--- config.mk ---
export PLATFORM = sky130hd
export DESIGN_NAME = excitation_positive_switch_control
export DESIGN_NICKNAME = d
export VERILOG_FILES = /design/src/switch_ctrl_pkg.sv /design/src/wb_slave_port.sv /design/src/switch_bank.sv /design/src/excitation_positive_switch_control.sv
export VERILOG_INCLUDE_DIRS = /design/src
export SDC_FILE = /design/constraint.sdc
export NUM_CORES = 1
export LEC_CHECK = 0
export BUFFER_PORTS_ARGS = -buffer_cell sky130_fd_sc_hd__buf_2
export CORE_MARGIN = 3
export CORE_UTILIZATION = 44
export CTS_CLUSTER_SIZE = 12
export DETAILED_ROUTE_END_ITERATION = 8
export PLACE_DENSITY = 0.86
export SETUP_SLACK_MARGIN = 0.2
export SYNTH_ARGS = -nofsm -noshare
export SYNTH_HDL_FRONTEND = slang
export SYNTH_SLANG_ARGS = --single-unit
--- constraint.sdc ---
create_clock -name clk -period 4.6 [get_ports clk]
set_input_delay 0.92 -clock clk [delete_from_list [all_inputs] [get_ports clk]]
set_output_delay 0.92 -clock clk [all_outputs]
set_load 0.02 [all_outputs]
--- src/switch_ctrl_regs.svh ---
`ifndef SWITCH_CTRL_REGS_SVH
`define SWITCH_CTRL_REGS_SVH

// Byte address of the positive-node switch control word
`define SWITCH_CTRL_OFFSET 32'h0000_2158
`define SWITCH_CTRL_RESET 32'h0000_0000

// Number of stored low bits; bits above read as zero
`define SWITCH_CTRL_STORED 15

// Field positions
`define SECOND_LOAD_SHORT_BIT 14
`define LOAD_SHORT_BIT 13
`define COUNTER_ELECTRODE_BIT 10
`define ANALOG_PORT3_BIT 8
`define DRIVE_ELECTRODE_BIT 7
`define SENSE_ELECTRODE_BIT 6
`define ANALOG_PORT2_BIT 5
`define REFERENCE_ELECTRODE_BIT 4
`define ANALOG_INPUT3_BIT 3
`define ANALOG_INPUT2_BIT 2
`define ANALOG_INPUT1_BIT 1
`define CALIBRATION_RESISTOR_BIT 0

`endif

--- src/switch_ctrl_pkg.sv ---
package switch_ctrl_pkg;

  typedef logic [31:0] word_type;
  typedef logic [3:0] byte_sel_type;

  typedef enum logic {
    bus_idle,
    bus_answer
  } bus_state_type;

endpackage

--- src/wb_slave_port.sv ---
module wb_slave_port #(
  parameter int ADDR_WIDTH = 32
) (
  input wire logic clk,
  input wire logic resetn,
  input wire logic wb_cyc,
  input wire logic wb_stb,
  input wire logic wb_we,
  input wire logic hit,
  output logic wb_ack,
  output logic take,
  output logic commit
);
  import switch_ctrl_pkg::*;

  bus_state_type state_reg;
  bus_state_type state_next;
  logic ack_next;
  wire request = wb_cyc & wb_stb;

  always_comb begin
    state_next = state_reg;
    ack_next = 1'b0;
    case (state_reg)
      bus_idle: begin
        if (request) begin
          state_next = bus_answer;
          ack_next = 1'b1;
        end
      end
      bus_answer: begin
        state_next = bus_idle;
      end
      default: begin
        state_next = bus_idle;
      end
    endcase
  end

  // Request is taken while idle; a write lands on the edge that samples ack
  assign take = (state_reg == bus_idle) & request;
  assign commit = (state_reg == bus_answer) & request & wb_we & hit;

  always_ff @(posedge clk) begin
    if (!resetn) begin
      state_reg <= bus_idle;
      wb_ack <= 1'b0;
    end else begin
      state_reg <= state_next;
      wb_ack <= ack_next;
    end
  end

endmodule // wb_slave_port

--- src/switch_bank.sv ---
`include "switch_ctrl_regs.svh"

module switch_bank #(
  parameter int WIDTH = `SWITCH_CTRL_STORED
) (
  input wire logic clk,
  input wire logic resetn,
  input wire logic write_en,
  input wire switch_ctrl_pkg::byte_sel_type sel,
  input wire switch_ctrl_pkg::word_type wdata,
  output logic [WIDTH-1:0] bits
);
  import switch_ctrl_pkg::*;

  localparam word_type RESET_WORD = `SWITCH_CTRL_RESET;

  genvar i;
  generate
    for (i = 0; i < WIDTH; i++) begin : g_bit
      wire lane_write = write_en & sel[i / 8];
      always_ff @(posedge clk) begin
        if (!resetn) begin
          bits[i] <= RESET_WORD[i];
        end else if (lane_write) begin
          bits[i] <= wdata[i];
        end
      end
    end
  endgenerate

endmodule // switch_bank

--- src/excitation_positive_switch_control.sv ---
// The Wishbone interface to the registers was chosen for this implementation.
`include "switch_ctrl_regs.svh"

// Overview of operation
// - Register decoded at byte 0x2158; every bit resets to zero, all switches open.
// - Each switch bit is read/write; 1 closes its switch, 0 opens it.
// - Bit 13 closes the load short switch from amplifier output to positive node.
// - Bit 10 ties the positive node to the counter electrode pin.
// - Bit 8 ties the positive node to the analog port 3 pin.
// - Bit 7 ties the positive node to the drive electrode pin.
// - Bit 6 ties the positive node to the sense electrode pin.
// - Bit 5 ties the positive node to the analog port 2 pin.
// - Bit 4 ties the positive node to the reference electrode pin.
// - Bit 3 ties the positive node to the analog input 3 pin.
// - Bit 2 ties the positive node to the analog input 2 pin.
// - Bit 1 ties the positive node to the analog input 1 pin.
// - Bit 0 ties the positive node to the first calibration resistor pin.
module excitation_positive_switch_control #(
  parameter int ADDR_WIDTH = 32
) (
  input wire logic clk,
  input wire logic resetn,
  input wire logic wb_cyc_i,
  input wire logic wb_stb_i,
  input wire logic wb_we_i,
  input wire logic [ADDR_WIDTH-1:0] wb_adr_i,
  input wire switch_ctrl_pkg::byte_sel_type wb_sel_i,
  input wire switch_ctrl_pkg::word_type wb_dat_i,
  output switch_ctrl_pkg::word_type wb_dat_o,
  output logic wb_ack_o,
  output logic second_load_short_switch,
  output logic load_short_switch,
  output logic counter_electrode_switch,
  output logic analog_port3_switch,
  output logic drive_electrode_switch,
  output logic sense_electrode_switch,
  output logic analog_port2_switch,
  output logic reference_electrode_switch,
  output logic analog_input3_switch,
  output logic analog_input2_switch,
  output logic analog_input1_switch,
  output logic calibration_resistor_switch
);
  import switch_ctrl_pkg::*;

  localparam int STORED = `SWITCH_CTRL_STORED;
  localparam word_type OFFSET_WORD = `SWITCH_CTRL_OFFSET;
  localparam logic [ADDR_WIDTH-1:0] OFFSET = OFFSET_WORD[ADDR_WIDTH-1:0];

  logic take;
  logic commit;
  logic [STORED-1:0] bits;
  word_type dat_next;

  // Word-aligned decode; the low two address bits are ignored, wb_sel_i selects lanes
  wire hit = (wb_adr_i[ADDR_WIDTH-1:2] == OFFSET[ADDR_WIDTH-1:2]);

  // Upper bits read as zero; unmapped addresses answer with zero data
  wire [31:0] read_word = {{(32 - STORED){1'b0}}, bits};
  assign dat_next = hit ? read_word : 32'h0000_0000;

  wb_slave_port #(
    .ADDR_WIDTH(ADDR_WIDTH)
  ) u_port (
    .clk(clk),
    .resetn(resetn),
    .wb_cyc(wb_cyc_i),
    .wb_stb(wb_stb_i),
    .wb_we(wb_we_i),
    .hit(hit),
    .wb_ack(wb_ack_o),
    .take(take),
    .commit(commit)
  );

  // Only the low stored bits exist, so writes above them are dropped
  switch_bank #(
    .WIDTH(STORED)
  ) u_bank (
    .clk(clk),
    .resetn(resetn),
    .write_en(commit),
    .sel(wb_sel_i),
    .wdata(wb_dat_i),
    .bits(bits)
  );

  always_ff @(posedge clk) begin
    if (!resetn) begin
      wb_dat_o <= 32'h0000_0000;
    end else if (take) begin
      wb_dat_o <= dat_next;
    end
  end

  // Switch gates come straight from the stored bits; 1 means closed
  assign second_load_short_switch = bits[`SECOND_LOAD_SHORT_BIT];
  assign load_short_switch = bits[`LOAD_SHORT_BIT];
  assign counter_electrode_switch = bits[`COUNTER_ELECTRODE_BIT];
  assign analog_port3_switch = bits[`ANALOG_PORT3_BIT];
  assign drive_electrode_switch = bits[`DRIVE_ELECTRODE_BIT];
  assign sense_electrode_switch = bits[`SENSE_ELECTRODE_BIT];
  assign analog_port2_switch = bits[`ANALOG_PORT2_BIT];
  assign reference_electrode_switch = bits[`REFERENCE_ELECTRODE_BIT];
  assign analog_input3_switch = bits[`ANALOG_INPUT3_BIT];
  assign analog_input2_switch = bits[`ANALOG_INPUT2_BIT];
  assign analog_input1_switch = bits[`ANALOG_INPUT1_BIT];
  assign calibration_resistor_switch = bits[`CALIBRATION_RESISTOR_BIT];

endmodule // excitation_positive_switch_control

==> results_dict.tcl <==
set metrics [dict create \
    port_buffers 79 \
    drc 0 \
    nets 329 \
    htree_levels 2 \
    synth_top_area_share_pct 37.9 \
    yosysSeqAreaShare_pct 37.9 \
    initial_core_util_pct 47.3 \
    synth-seq-cells 31 \
    p_total_mw 0.520 \
    skew_ns 0.00170 \
    insertion_delay_ns 0.28 \
    grt_pass1_vias 1238 \
    antenna_found_initial 0 \
    layout_commonest_cell "buf_2" \
    cp_data_arrival_time_ns 2.51 \
    status "finished clean" \
    clockBufferDepth 2 \
    grt_usage_pct 17.3 \
    ctsResizeCount 0 \
    core_um2 3470 \
    yosysWarnings 0 \
    clock_sinks 31 \
    setup_violations 0 \
    place_congestion 0.739 \
    cts_buffers 5 \
    crit_type "primary input to register" \
    avgViaCountPerCell 4.78 \
    grt_max_degree 47 \
    slew_viol_final 0 \
    cp-start-kind "primary input" \
    avgRoutedWirePerCell_um 12.7 \
    cp-end-kind "register" \
    path_max_fanout 17 \
    layout-drive-gt1-share_pct 36.9 \
    post-route-period-util_pct 50.1 \
    worst_slew_pin_slew_ns 1.05 \
    p_leak_nw 0.962 \
    vias 1439 \
    diodes 0 \
    path_clk_slew_ns 0.06 \
    tns_ns 0 \
    ant_nets 0 \
    crit_start "wb_adr_i[7]" \
    avgSynthCellArea_um2 9.06 \
    fmax_ghz 0.434 \
    synth.top_cells.by_area "dfxtp_1 (38%), nand2_1 (11%), mux2i_1 (9.2%), buf_4 (7.8%), o21a_1 (6.9%)" \
    synthToLayoutAreaGrowth_pct 25.6 \
    finalHoldViolations 0 \
    slew-limit-headroom_pct 30.0 \
    grt_pass1_wl_um 5810 \
    rows 21 \
    ys_types 19 \
    p_per_area_nw_per_um2 252 \
    mostFrequentLayoutCells "buf_2 (79), nand2_1 (47), dfxtp_1 (31), conb_1 (17), nor2b_1 (16)" \
    grt_setup_unrepaired "false" \
    drv_cap 0 \
    fp.dieH_um 67.0 \
    finalCriticalPeriod_ns 2.30 \
    holdCritPathClass "register to register" \
    io_pins 118 \
    yosysTopAreaCell "dfxtp_1" \
    die_x_um 67.0 \
    hp-start "u_bank.bits[12]$_SDFFE_PN0P_" \
    rr_startpoint "u_port.state_reg$_SDFF_PP0_" \
    cts_tree "yes" \
    drt_wl_total_um 3830 \
    utilization_pct 59.4 \
    drt-initial-drc-count 74 \
    critPathRequiredTime_ns 4.81 \
    synthCells 181 \
    root_buffer "clkbuf_8" \
    peakVddDrop_mv 0.176 \
    syn-cell-area_um2 1640 \
    dr.pass1.iters 4 \
    hold_buffers 0 \
    die-area_um2 4490 \
    dpl.hpwl_um 2860 \
    post-cts-setup-buffer-count 0 \
    gr-total-overflow 0 \
    fillers 333 \
]
-- worst max-delay path: stages --
cell,delay (ns)
buf_2,0.11
nor4_4,0.34
nand4_4,0.33
nor3_4,0.57
mux2i_1,0.24
-- report_power, final --
group          internal [mW]  total, mW  switching (mW)  leakage, nW
logic                 0.0216     0.0585          0.0369        0.675
registers              0.269      0.269        0.000167        0.250
clock network          0.101      0.192          0.0916       0.0371
-- stage by stage --
stage | instance area (um2) | hold slack [ns] | setup WS, ns | cells
2_1_floorplan | 1700 | 0.435 | 2.43 | 197
3_3_place_gp | 1990 | 0.445 | 2.02 | 295
3_5_place_dp | 1990 | 0.448 | 1.98 | 295
4_1_cts | 2060 | 0.462 | 2.27 | 301
5_1_grt | 2060 | 0.487 | 2.19 | 301
6_report | 2060 | 0.460 | 2.30 | 301
-- cell type report --
cell class / count / area [um2] / share of cell area (%)
tap: 46 / 57.6 / 2.79
sequential: 31 / 621 / 30.1
clock buffer: 6 / 72.6 / 3.52
timing repair buffer: 79 / 395 / 19.2
multi-input combinational: 139 / 913 / 44.3
-- per-layer routing --
metal / global-route usage (%) / vias up / wire [um]
met5: 0 / - / 0
met4: 9.37 / 0 / 110
met3: 4.05 / 12 / 236
met2: 27.7 / 45 / 1930
met1: 21.3 / 665 / 1560
li1: - / 717 / -
-- Yosys cell counts --
cell and instances:
buf_1 1, nor3_1 15, buf_4 17, nand4_4 2, and2_1 1, and4_1 1
nor3_4 2, nor2b_1 16, dfxtp_1 31, and4bb_1 1, nor4b_4 2, clkbuf_1 9
nor4_2 1, nor4_4 3, mux2i_1 15, conb_1 1, and3b_1 1, o21a_1 15
nand2_1 47
-- path summary, 6_finish.rpt --
check,to,slack [ns],depth (start not counted)
hold reg to reg,u_bank.bits[12]$_SDFFE_PN0P_,0.46,2
setup / recovery,u_bank.bits[3]$_SDFFE_PN0P_,2.30,5
setup reg to reg,wb_dat_o[3]$_SDFFE_PN0P_,2.78,4
hold / removal,u_bank.bits[12]$_SDFFE_PN0P_,0.46,2
-- cell families after synthesis --
group | Yosys count | synth area share (%)
AOI/OAI and AO/OA | 15 | 6.87
buffers and inverters | 27 | 10.1
DFF | 31 | 37.9
muxes | 15 | 9.16
other | 1 | 0.229
and+or+nand+nor | 92 | 35.8
Note: power is estimated with default switching activity, not from simulation.
